==> config.mk <==
export PLATFORM = sky130hd
export DESIGN_NAME = secl_top
export DESIGN_NICKNAME = d
export VERILOG_FILES = /design/src/common/secl_pkg.sv /design/src/logic/secl_serial_engine.sv /design/src/logic/secl_top.sv
export VERILOG_INCLUDE_DIRS = /design/src /design/src/common
export SDC_FILE = /design/constraint.sdc
export NUM_CORES = 1
export LEC_CHECK = 0
export BUFFER_PORTS_ARGS = -buffer_cell sky130_fd_sc_hd__buf_2
export CAP_MARGIN = 20
export CORE_MARGIN = 4
export CORE_UTILIZATION = 40
export DETAILED_ROUTE_END_ITERATION = 6
export PLACE_DENSITY = 0.65
export SETUP_SLACK_MARGIN = 0.2
export SYNTH_ARGS = -nofsm -noshare
export SYNTH_HDL_FRONTEND = slang
export SYNTH_SLANG_ARGS = --single-unit
==> constraint.sdc <==
create_clock -name clock -period 1.9 [get_ports clock]
set_clock_uncertainty 0.15 [all_clocks]
set_input_delay 0.38 -clock clock [delete_from_list [all_inputs] [get_ports clock]]
set_output_delay 0.38 -clock clock [all_outputs]
set_load 0.02 [all_outputs]
==> src/common/secl_defs.svh <==
// register indexes, field positions, reset values and timing counts
`ifndef SECL_DEFS_SVH
`define SECL_DEFS_SVH
// register indexes; byte address is four times the index
`define SECL_IDX_RAM_LOCK 8'hf0
`define SECL_IDX_EE_LOCK 8'hf1
`define SECL_IDX_PTR 8'hf2
`define SECL_IDX_WBYTE 8'hf3
`define SECL_IDX_WPROG 8'hf4
`define SECL_IDX_RBYTE 8'hf5
`define SECL_IDX_RSTAT 8'hf6
`define SECL_IDX_IRQ_STAT 8'hf8
`define SECL_IDX_IRQ_MASK 8'hf9
// field positions
`define SECL_BANK_BIT 7
`define SECL_WIDE_BIT 4
`define SECL_NOPF_BIT 7
`define SECL_IRQ_WDONE 0
`define SECL_IRQ_RVALID 1
`define SECL_IRQ_LOCKED 2
// reset values
`define SECL_PTR_RST 8'h00
`define SECL_WPROG_RST 2'h3
// serial opcodes and address lengths
`define SECL_OP_READ 2'h2
`define SECL_OP_WRITE 2'h1
`define SECL_OP_EWEN 2'h0
`define SECL_EWEN_ADDR 8'hff
`define SECL_ABITS_NARROW 6
`define SECL_ABITS_WIDE 8
// timing
`define SECL_CLK_NS 10
`define SECL_SK_HALF_NS 500
`define SECL_SK_HALF_CYC ((`SECL_SK_HALF_NS + `SECL_CLK_NS - 1) / `SECL_CLK_NS)
`define SECL_WRITE_TMO_NS 10000000
`define SECL_WRITE_TMO_CYC (`SECL_WRITE_TMO_NS / `SECL_CLK_NS)
`endif

==> src/common/secl_pkg.sv <==
// types shared by the eeprom access and cmos lock logic
`default_nettype none
package secl_pkg;
  typedef enum logic [1:0] {CMD_READ, CMD_WRITE, CMD_EWEN} secl_cmd_kind_t;
  typedef struct packed {
    secl_cmd_kind_t kind;
    logic wide;
    logic [7:0] addr;
    logic [15:0] data;
  } secl_cmd_t;
  typedef struct packed {
    logic done;
    logic [15:0] data;
  } secl_rsp_t;
  typedef struct packed {
    logic cs;
    logic sk;
    logic di;
  } secl_pins_t;
  typedef enum logic [1:0] {ENG_IDLE, ENG_SHIFT, ENG_GAP, ENG_POLL} secl_eng_phase_t;
  typedef struct packed {
    secl_eng_phase_t phase;
    logic [19:0] div;
    logic [5:0] bits;
    logic [26:0] shOut;
    logic [15:0] shIn;
    logic isWrite;
    logic cs;
    logic sk;
    logic done;
  } secl_eng_t;
  typedef enum logic [1:0] {PH_IDLE, PH_FETCH, PH_EWEN, PH_WRITE} secl_phase_t;
  typedef struct packed {
    secl_phase_t phase;
    logic [3:0] ramLock;
    logic ramUpper;
    logic [3:0] eeLock;
    logic eeWide;
    logic [7:0] ptr;
    logic [1:0] wrStat;
    logic noPrefetch;
    logic [7:0] wrLow;
    logic [15:0] wrWord;
    logic [7:0] wrAddr;
    logic wrPending;
    logic fetchPending;
    logic [15:0] rdWord;
    logic rdValid;
    logic rdHigh;
    logic cmdValid;
    secl_cmd_t cmd;
    logic [2:0] irqStat;
    logic [2:0] irqMask;
    logic dpValid;
    logic dpWrite;
    logic [7:0] dpIdx;
    logic rdReady;
    logic [7:0] rdByte;
  } secl_state_t;
endpackage
`default_nettype wire

==> src/logic/secl_serial_engine.sv <==
// bit-serial engine that runs one command on the serial eeprom pins
`include "secl_defs.svh"
`default_nettype none
module secl_serial_engine #(
  parameter int SK_HALF = `SECL_SK_HALF_CYC, // cycles per half sk period
  parameter int POLL_MAX = `SECL_WRITE_TMO_CYC // longest wait for programming
) (
  input wire logic clock, // system clock
  input wire logic reset_n, // synchronous reset
  input wire logic cmdValid, // one-cycle start pulse, only while idle
  input wire secl_pkg::secl_cmd_t cmd, // command to run
  output var secl_pkg::secl_rsp_t rsp, // done pulse and read word
  output var secl_pkg::secl_pins_t pins, // select, clock, data to memory
  input wire logic eeDo // data from memory
);
  secl_pkg::secl_eng_t state_reg, state_next;
  logic [26:0] frame;
  logic [5:0] nBits;

  // start bit, opcode, address, data, left aligned
  always_comb begin
    logic [1:0] op;
    op = `SECL_OP_EWEN;
    if (cmd.kind == secl_pkg::CMD_READ) begin
      op = `SECL_OP_READ;
    end else if (cmd.kind == secl_pkg::CMD_WRITE) begin
      op = `SECL_OP_WRITE;
    end
    if (cmd.wide) begin
      frame = {1'b1, op, cmd.addr, cmd.data};
      nBits = 6'(3 + `SECL_ABITS_WIDE);
    end else begin
      frame = {1'b1, op, cmd.addr[5:0], cmd.data, 2'b00};
      nBits = 6'(3 + `SECL_ABITS_NARROW);
    end
    if (cmd.kind == secl_pkg::CMD_WRITE) begin
      nBits = nBits + 6'd16;
    end else if (cmd.kind == secl_pkg::CMD_READ) begin
      nBits = nBits + 6'd17; // dummy zero then sixteen data bits
    end
  end

  // sequencing of one frame
  always_comb begin
    state_next = state_reg;
    state_next.done = 1'b0;
    case (state_reg.phase)
      secl_pkg::ENG_IDLE: begin
        if (cmdValid) begin
          state_next.phase = secl_pkg::ENG_SHIFT;
          state_next.cs = 1'b1;
          state_next.sk = 1'b0;
          state_next.div = 20'h00000;
          state_next.shOut = frame;
          state_next.bits = nBits;
          state_next.isWrite = (cmd.kind == secl_pkg::CMD_WRITE);
        end
      end
      secl_pkg::ENG_SHIFT: begin
        if (state_reg.div == 20'(SK_HALF - 1)) begin
          state_next.div = 20'h00000;
          if (!state_reg.sk) begin
            state_next.sk = 1'b1;
            state_next.shIn = {state_reg.shIn[14:0], eeDo};
          end else begin
            state_next.sk = 1'b0;
            state_next.shOut = {state_reg.shOut[25:0], 1'b0};
            state_next.bits = state_reg.bits - 6'd1;
            if (state_reg.bits == 6'd1) begin
              state_next.cs = 1'b0;
              state_next.phase = state_reg.isWrite ? secl_pkg::ENG_GAP : secl_pkg::ENG_IDLE;
              state_next.done = !state_reg.isWrite;
            end
          end
        end else begin
          state_next.div = state_reg.div + 20'h00001;
        end
      end
      secl_pkg::ENG_GAP: begin
        if (state_reg.div == 20'(SK_HALF - 1)) begin
          state_next.div = 20'h00000;
          state_next.cs = 1'b1; // reselect to watch the ready level
          state_next.phase = secl_pkg::ENG_POLL;
        end else begin
          state_next.div = state_reg.div + 20'h00001;
        end
      end
      secl_pkg::ENG_POLL: begin
        if (eeDo || state_reg.div == 20'(POLL_MAX - 1)) begin
          state_next.cs = 1'b0;
          state_next.done = 1'b1;
          state_next.div = 20'h00000;
          state_next.phase = secl_pkg::ENG_IDLE;
        end else begin
          state_next.div = state_reg.div + 20'h00001;
        end
      end
      default: begin
        state_next.phase = secl_pkg::ENG_IDLE;
      end
    endcase
  end

  // state register
  always_ff @(posedge clock) begin
    if (!reset_n) begin
      state_reg <= '0;
    end else begin
      state_reg <= state_next;
    end
  end

  // outputs straight from flops
  assign rsp.done = state_reg.done;
  assign rsp.data = state_reg.shIn;
  assign pins.cs = state_reg.cs;
  assign pins.sk = state_reg.sk;
  assign pins.di = state_reg.shOut[26];
endmodule
`default_nettype wire

==> src/logic/secl_top.sv <==
// serial eeprom host access and cmos ram lock and bank control
// Notes on behaviour
// - each of the four low clock mode bits write-protects one 32-byte upper block.
// - clock mode bit 7 picks the upper 128-byte bank, zero the lower one.
// - set lock bits in both mode registers stay set until a hard reset.
// - each of the four low eeprom mode bits locks one 32-word range below 80h.
// - eeprom mode bit 4 picks the large part class and the longer address.
// - the pointer is writable, reads back live and clears on any reset.
// - the pointer steps after each read byte pair and each written byte pair.
// - a word is written as low byte then high byte to the write data register.
// - the first byte clears status bit 0; the second, for an unlocked word, clears bit 1 and starts a write.
// - status 11 means ready and the register resets to 03h.
// - status 10 means low byte held and 00 means programming in progress.
// - with status bit 7 clear a pointer write fetches the addressed word.
// - reading the high byte drops valid, steps the pointer and fetches again.
// - read status bit 0 marks valid read data, otherwise reads are harmless.
`include "secl_defs.svh"
`default_nettype none
module secl_top #(
  parameter int SK_HALF = `SECL_SK_HALF_CYC, // sk half period in cycles
  parameter int WRITE_TMO = `SECL_WRITE_TMO_CYC // programming wait limit
) (
  input wire logic clock, // 100 MHz clock
  input wire logic reset_n, // power-on or hard reset
  input wire logic softReset, // software or bus reset pulse
  input wire logic hsel, // slave select
  input wire logic [31:0] haddr, // byte address
  input wire logic [1:0] htrans, // transfer type
  input wire logic hwrite, // write transfer
  input wire logic [2:0] hsize, // transfer size
  input wire logic [31:0] hwdata, // write data
  input wire logic hready, // bus ready
  output logic hreadyout, // slave ready
  output logic hresp, // always okay
  output logic [31:0] hrdata, // read data
  output logic irq, // level interrupt
  input wire logic [6:0] cmosIndex, // offset within the cmos bank
  output logic [7:0] cmosAddr, // full cmos ram address
  output logic cmosWriteOk, // write to cmosAddr allowed
  output var secl_pkg::secl_pins_t eePins, // serial eeprom pins
  input wire logic eeDo // serial eeprom data out
);
  secl_pkg::secl_state_t state_reg, state_next;
  secl_pkg::secl_rsp_t rsp;
  logic [7:0] busByte;
  logic busWr;
  logic rdCycle;
  logic addrOk;
  logic locked;
  logic [7:0] rdMux;

  assign busByte = hwdata[7:0];
  assign busWr = state_reg.dpValid && state_reg.dpWrite;
  assign rdCycle = state_reg.dpValid && !state_reg.dpWrite && !state_reg.rdReady;
  assign addrOk = (haddr[31:10] == 22'h000000) && (haddr[1:0] == 2'h0) && (hsize == 3'h2);
  assign locked = !state_reg.ptr[7] && state_reg.eeLock[state_reg.ptr[6:5]];

  // read data selection
  always_comb begin
    case (state_reg.dpIdx)
      `SECL_IDX_RAM_LOCK: rdMux = {state_reg.ramUpper, 3'h0, state_reg.ramLock};
      `SECL_IDX_EE_LOCK: rdMux = {3'h0, state_reg.eeWide, state_reg.eeLock};
      `SECL_IDX_PTR: rdMux = state_reg.ptr;
      `SECL_IDX_WPROG: rdMux = {state_reg.noPrefetch, 5'h00, state_reg.wrStat};
      `SECL_IDX_RBYTE: begin
        if (!state_reg.rdValid) begin
          rdMux = 8'h00;
        end else if (state_reg.rdHigh) begin
          rdMux = state_reg.rdWord[15:8];
        end else begin
          rdMux = state_reg.rdWord[7:0];
        end
      end
      `SECL_IDX_RSTAT: rdMux = {7'h00, state_reg.rdValid};
      `SECL_IDX_IRQ_STAT: rdMux = {5'h00, state_reg.irqStat};
      `SECL_IDX_IRQ_MASK: rdMux = {5'h00, state_reg.irqMask};
      default: rdMux = 8'h00;
    endcase
  end

  // next state of the whole block
  always_comb begin
    logic [2:0] ev;
    ev = 3'h0;
    state_next = state_reg;
    state_next.cmdValid = 1'b0;
    // engine sequencing
    case (state_reg.phase)
      secl_pkg::PH_IDLE: begin
        if (state_reg.wrPending) begin
          state_next.cmd.kind = secl_pkg::CMD_EWEN;
          state_next.cmd.addr = `SECL_EWEN_ADDR;
          state_next.cmd.wide = state_reg.eeWide;
          state_next.cmdValid = 1'b1;
          state_next.phase = secl_pkg::PH_EWEN;
        end else if (state_reg.fetchPending) begin
          state_next.cmd.kind = secl_pkg::CMD_READ;
          state_next.cmd.addr = state_reg.ptr;
          state_next.cmd.wide = state_reg.eeWide;
          state_next.cmdValid = 1'b1;
          state_next.fetchPending = 1'b0;
          state_next.phase = secl_pkg::PH_FETCH;
        end
      end
      secl_pkg::PH_FETCH: begin
        if (rsp.done) begin
          state_next.rdWord = rsp.data;
          state_next.rdHigh = 1'b0;
          state_next.phase = secl_pkg::PH_IDLE;
          if (!state_reg.fetchPending) begin
            state_next.rdValid = 1'b1;
            ev[`SECL_IRQ_RVALID] = 1'b1;
          end
        end
      end
      secl_pkg::PH_EWEN: begin
        if (rsp.done) begin
          state_next.cmd.kind = secl_pkg::CMD_WRITE;
          state_next.cmd.addr = state_reg.wrAddr;
          state_next.cmd.data = state_reg.wrWord;
          state_next.cmdValid = 1'b1;
          state_next.phase = secl_pkg::PH_WRITE;
        end
      end
      secl_pkg::PH_WRITE: begin
        if (rsp.done) begin
          state_next.wrStat = `SECL_WPROG_RST;
          state_next.wrPending = 1'b0;
          state_next.phase = secl_pkg::PH_IDLE;
          ev[`SECL_IRQ_WDONE] = 1'b1;
        end
      end
      default: begin
        state_next.phase = secl_pkg::PH_IDLE;
      end
    endcase
    // address phase capture
    if (hready) begin
      state_next.dpValid = hsel && htrans[1];
      state_next.dpWrite = hwrite;
      state_next.dpIdx = addrOk ? haddr[9:2] : 8'h00;
      state_next.rdReady = 1'b0;
    end else if (rdCycle) begin
      state_next.rdReady = 1'b1;
    end
    // register writes in the data phase
    if (busWr) begin
      case (state_reg.dpIdx)
        `SECL_IDX_RAM_LOCK: begin
          state_next.ramLock = state_reg.ramLock | busByte[3:0];
          state_next.ramUpper = busByte[`SECL_BANK_BIT];
        end
        `SECL_IDX_EE_LOCK: begin
          state_next.eeLock = state_reg.eeLock | busByte[3:0];
          state_next.eeWide = busByte[`SECL_WIDE_BIT];
        end
        `SECL_IDX_PTR: begin
          state_next.ptr = busByte;
          if (!state_reg.noPrefetch) begin
            state_next.fetchPending = 1'b1;
            state_next.rdValid = 1'b0;
            state_next.rdHigh = 1'b0;
          end
        end
        `SECL_IDX_WBYTE: begin
          if (state_reg.wrStat == 2'h3) begin
            state_next.wrLow = busByte;
            state_next.wrStat = 2'h2;
          end else if (state_reg.wrStat == 2'h2) begin
            state_next.wrWord = {busByte, state_reg.wrLow};
            state_next.wrAddr = state_reg.ptr;
            state_next.ptr = state_reg.ptr + 8'h01;
            if (locked) begin
              state_next.wrStat = 2'h3;
              ev[`SECL_IRQ_LOCKED] = 1'b1;
            end else begin
              state_next.wrStat = 2'h0;
              state_next.wrPending = 1'b1;
            end
          end
        end
        `SECL_IDX_WPROG: state_next.noPrefetch = busByte[`SECL_NOPF_BIT];
        `SECL_IDX_IRQ_STAT: state_next.irqStat = state_reg.irqStat & ~busByte[2:0];
        `SECL_IDX_IRQ_MASK: state_next.irqMask = busByte[2:0];
        default: state_next.ramUpper = state_next.ramUpper;
      endcase
    end
    // register reads and their side effects
    if (rdCycle) begin
      state_next.rdByte = rdMux;
      if (state_reg.dpIdx == `SECL_IDX_RBYTE && state_reg.rdValid) begin
        state_next.rdHigh = !state_reg.rdHigh;
        if (state_reg.rdHigh) begin
          state_next.rdValid = 1'b0;
          state_next.ptr = state_reg.ptr + 8'h01;
          state_next.fetchPending = 1'b1;
        end
      end
    end
    // sticky events, a set wins over a clear
    state_next.irqStat = state_next.irqStat | ev;
    // software reset leaves locks and mode alone
    if (softReset) begin
      state_next.ptr = `SECL_PTR_RST;
      state_next.wrStat = `SECL_WPROG_RST;
      state_next.noPrefetch = 1'b0;
      state_next.wrPending = 1'b0;
    end
  end

  // state register
  always_ff @(posedge clock) begin
    if (!reset_n) begin
      state_reg <= '0;
      state_reg.wrStat <= `SECL_WPROG_RST;
    end else begin
      state_reg <= state_next;
    end
  end

  secl_serial_engine #(
    .SK_HALF(SK_HALF),
    .POLL_MAX(WRITE_TMO)
  ) engine (
    .clock(clock),
    .reset_n(reset_n),
    .cmdValid(state_reg.cmdValid),
    .cmd(state_reg.cmd),
    .rsp(rsp),
    .pins(eePins),
    .eeDo(eeDo)
  );

  // bus answers, one wait state on reads
  assign hreadyout = !rdCycle;
  assign hresp = 1'b0;
  assign hrdata = {24'h000000, state_reg.rdByte};
  assign irq = |(state_reg.irqStat & state_reg.irqMask);
  // cmos bank mapping and block protection
  assign cmosAddr = {state_reg.ramUpper, cmosIndex};
  assign cmosWriteOk = !(state_reg.ramUpper && state_reg.ramLock[cmosIndex[6:5]]);
endmodule
`default_nettype wire

==> key figures <==
Power and ir drop
  • Sequential fraction of design power: 45.9%
  • Int Pwr: 7250 uW
  • Leak pwr: 0.00524 uW
  • PwrDens: 663 nW/um^2
  • Peak supply drop: 0.738 mV
  • P_sw: 1990 uW
  • Clk pwr share: 50.8%
  • Overall power: 9250 uW
  • Logic pwr share: 3.3%
  • Switching Fraction: 21.6%

Global route
  • Initial antenna violation count: 0
  • Gr ovfl total: 0
  • First-pass GRT wire length: 45100 um
  • Largest net degree at the start of global routing: 67
  • GR Util All Layers: 20.0%
  • Vias in the first global route: 8887

STA
  • Slack of the critical path: -0.156 ns
  • Slew margin rel.: 63.1%
  • Slew Limit Fails: 0
  • Fin crit period: 2.06 ns
  • RSZ-0062 raised after global routing: yes
  • Fmax: 0.486 GHz
  • Final hold vios: 0
  • Setup Viol. Count Final: 72
  • Setup tns final: -6.35 ns
  • Final period util: 108%
  • Slew @ Worst Pin: 0.552 ns

Clock network
  • H-tree levels: 1
  • Total CTS buffers: 22
  • Clock Pin Slew Worst Setup and Hold Paths: 0.07 ns
  • Latest clock arrival within the worst-skew pair: 0.52 ns
  • Clk buf depth: 3
  • CTS root buf: clkbuf_16
  • CTS tree: yes
  • Sink Count: 203

Placement
  • Global placement routability congestion: 0.927
  • Port-buffer cells: 69
  • DPL Wire Length: 17500 um

Floorplan
  • Row count: 56
  • Initial Util: 41.1%
  • Total core area: 23800 sq um
  • Die width: 164 um
  • IO Count: 130
  • Die Ht: 164 um
  • Die Area: 26900 sq um

Critical path
  • Slowest Stage Delay on Critical Path: 0.33 ns
  • CP Max Fanout: 5
  • Worst endpoint required time: 2.20 ns
  • Largest delay share family, worst path: buffers and inverters
  • CP Buf/Inv Count: 6
  • Startpoint types: flip-flop
  • CP max stage cell: dfxtp_2
  • Worst EP arrival: 2.35 ns
  • Worst-path cell chain: inv_2, ha_4, and4b_1, nand3_4, buf_6, nor3_4, buf_6, buf_12, buf_12, buf_12, a21oi_2, a21oi_1
  • Cell with the most instances on the worst path: buf_12
  • Crit. End Element: flip-flop
  • Crit Path Category: flip-flop to flip-flop

Hold path
  • Min-Delay Path Class: input port to flip-flop

Synthesis
  • Flops & latches, synth: 203
  • Synth Area in Compound Gates: 20.4%
  • Cell accounting for the most synthesized area: dfxtp_1
  • Post-synthesis adder-cell area fraction: 0.770%
  • Synth top area cells: dfxtp_1, nand2_1, a21oi_1
  • Top_reg_cell synth: dfxtp_1
  • FFs w/ async S/R, synth: 0%
  • Mux cell area share after synthesis: 7.00%
  • Largest family of logic cells by synthesized area: simple AND/OR/NAND/NOR gates
  • Synth Cell Area: 9750 sq um
  • Post-synth top area share: 41.7%
  • Syn Area/Cell: 8.24 sq um
  • YS warnings: 0
  • Post-Syn Instances: 1183
  • Distinct cells, synth: 73
  • Count leader, synth: dfxtp_1
  • Seq/Total Area, Yosys: 41.7%
  • Post-synth EDFFs: 0
  • Xor and xnor area share after synthesis: 0.898%
  • Post-Synth Simple-Gate Area: 20.9%
  • Synth cell count leaders: dfxtp_1, nand2_1, a21oi_1, nor2_1

Drt
  • DR pass1 iterations: 5
  • Initial DRC count: 623
  • Antenna-violating nets left: 0
  • Total Wirelength: 29100 um
  • DRC: 0
  • WL/cell: 17.1 um
  • Total number of vias: 9437
  • Vias per cell: 5.53

Final layout
  • N_diodes: 0
  • Layout area overhead: 42.9%
  • Max reg flops: 119
  • Share of cells above drive strength 1: 38.9%
  • Nets: 1462

Status
  • Outcome: finished with violations
  • Failing checks: negative setup slack

Run
  • Max-cap violations: 0
[layout make-up]
type | count | area (sq um)
flip-flops and latches | 203 | 4140
repair buffers | 266 | 2480
well taps | 319 | 399
fillers | 1897 | 9810
clock inverters | 9 | 163
clock buffers | 30 | 641
multi-input cells | 856 | 6020
inverters | 24 | 95.1
[layout by cell type, fill, tap and decap left out, types with 7 or more instances in the layout]
master / instances
nand2_1: 152
nor2_1: 85
conb_1: 25
dfxtp_4: 13
o22ai_1: 7
a21oi_1: 74
nor4_4: 7
dfxtp_1: 166
a31oi_1: 20
clkbuf_16: 25
nand2_2: 17
nor2b_1: 8
o21ai_2: 7
buf_2: 66
o21ai_0: 35
buf_8: 7
nor3_1: 13
nand2b_1: 7
nand2_4: 21
a22o_1: 10
nand3_1: 24
o211ai_1: 15
o21ai_1: 15
dlygate4sd3_1: 15
mux2i_1: 55
inv_1: 20
buf_6: 46
o21a_1: 12
buf_12: 12
a21oi_2: 59
dfxtp_2: 24
buf_4: 108
nand4_1: 11
buf_16: 9
[per-layer routing]
layer	GRT usage [%]	up-vias	wire [um]
met1	26.8	4500	12500
met3	2.81	63	1730
li1	-	4533	-
met4	6.48	0	823
met2	33.4	341	14100
met5	0	-	0
[logic make-up (layout without fill, tap and decap cells)]
group | after synthesis | count (layout)
adder cells (fa/ha/maj) | 6 | 6
other | 1 | 25
flip-flops | 203 | 203
AND/OR/NAND/NOR | 427 | 427
AO/OA/AOI/OAI | 323 | 323
XOR/XNOR | 10 | 10
buffers and inverters | 148 | 329
multiplexers | 65 | 65
[worst min-delay path: cells and delay by family]
| kind | cells | cell delay, ns |
|---|---|---|
| buf+inv | 1 | 0.16 |
| simple gates | 1 | 0.08 |
| compound gates | 1 | 0.04 |
[power groups by stage]
| stage | Combinational (uW) | Sequential [uW] | Clock [uW] |
|---|---|---|---|
| floorplan | 199 | 4350 | 0 |
| global placement | 248 | 4350 | 0 |
| detailed placement | 248 | 4350 | 0 |
| CTS | 289 | 4250 | 4760 |
| global route | 329 | 4240 | 4920 |
| finish | 307 | 4240 | 4700 |
[worst paths after layout]
check,to,slack [ns],from,depth (start not counted)
setup reg to reg,engine.state_reg[23],-0.16,engine.state_reg[54],12
hold / removal,state_reg[90],0.03,hwdata[1],3
hold reg to reg,state_reg[66],0.30,state_reg[66],2
setup / recovery,engine.state_reg[23],-0.16,engine.state_reg[54],12
[metrics by stage]
step | setup slack (ns) | hold WS (ns) | instances | utilization, % | area [sq um]
floorplan | 0.00270 | 0.276 | 1207 | - | 10100
detailed placement | -0.128 | 0.295 | 1584 | 46.1 | 10900
CTS | -0.149 | 0.0180 | 1687 | 55.1 | 13100
global route | -0.253 | 0.0347 | 1707 | 58.7 | 13900
finish | -0.156 | 0.0342 | 1707 | 58.7 | 13900
global placement | -0.112 | 0.288 | 1584 | 46.1 | 10900
[what timing repair did]
item	4_1_cts	5_1_grt
pin swaps	78	89
gates resized for setup	178	160
hold buffers	15	0
endpoints found under the hold margin	14	0
endpoints found under the setup margin	139	136
buffers inserted	37	16
gates cloned	12	4
Power figures use the tool's default switching activity.
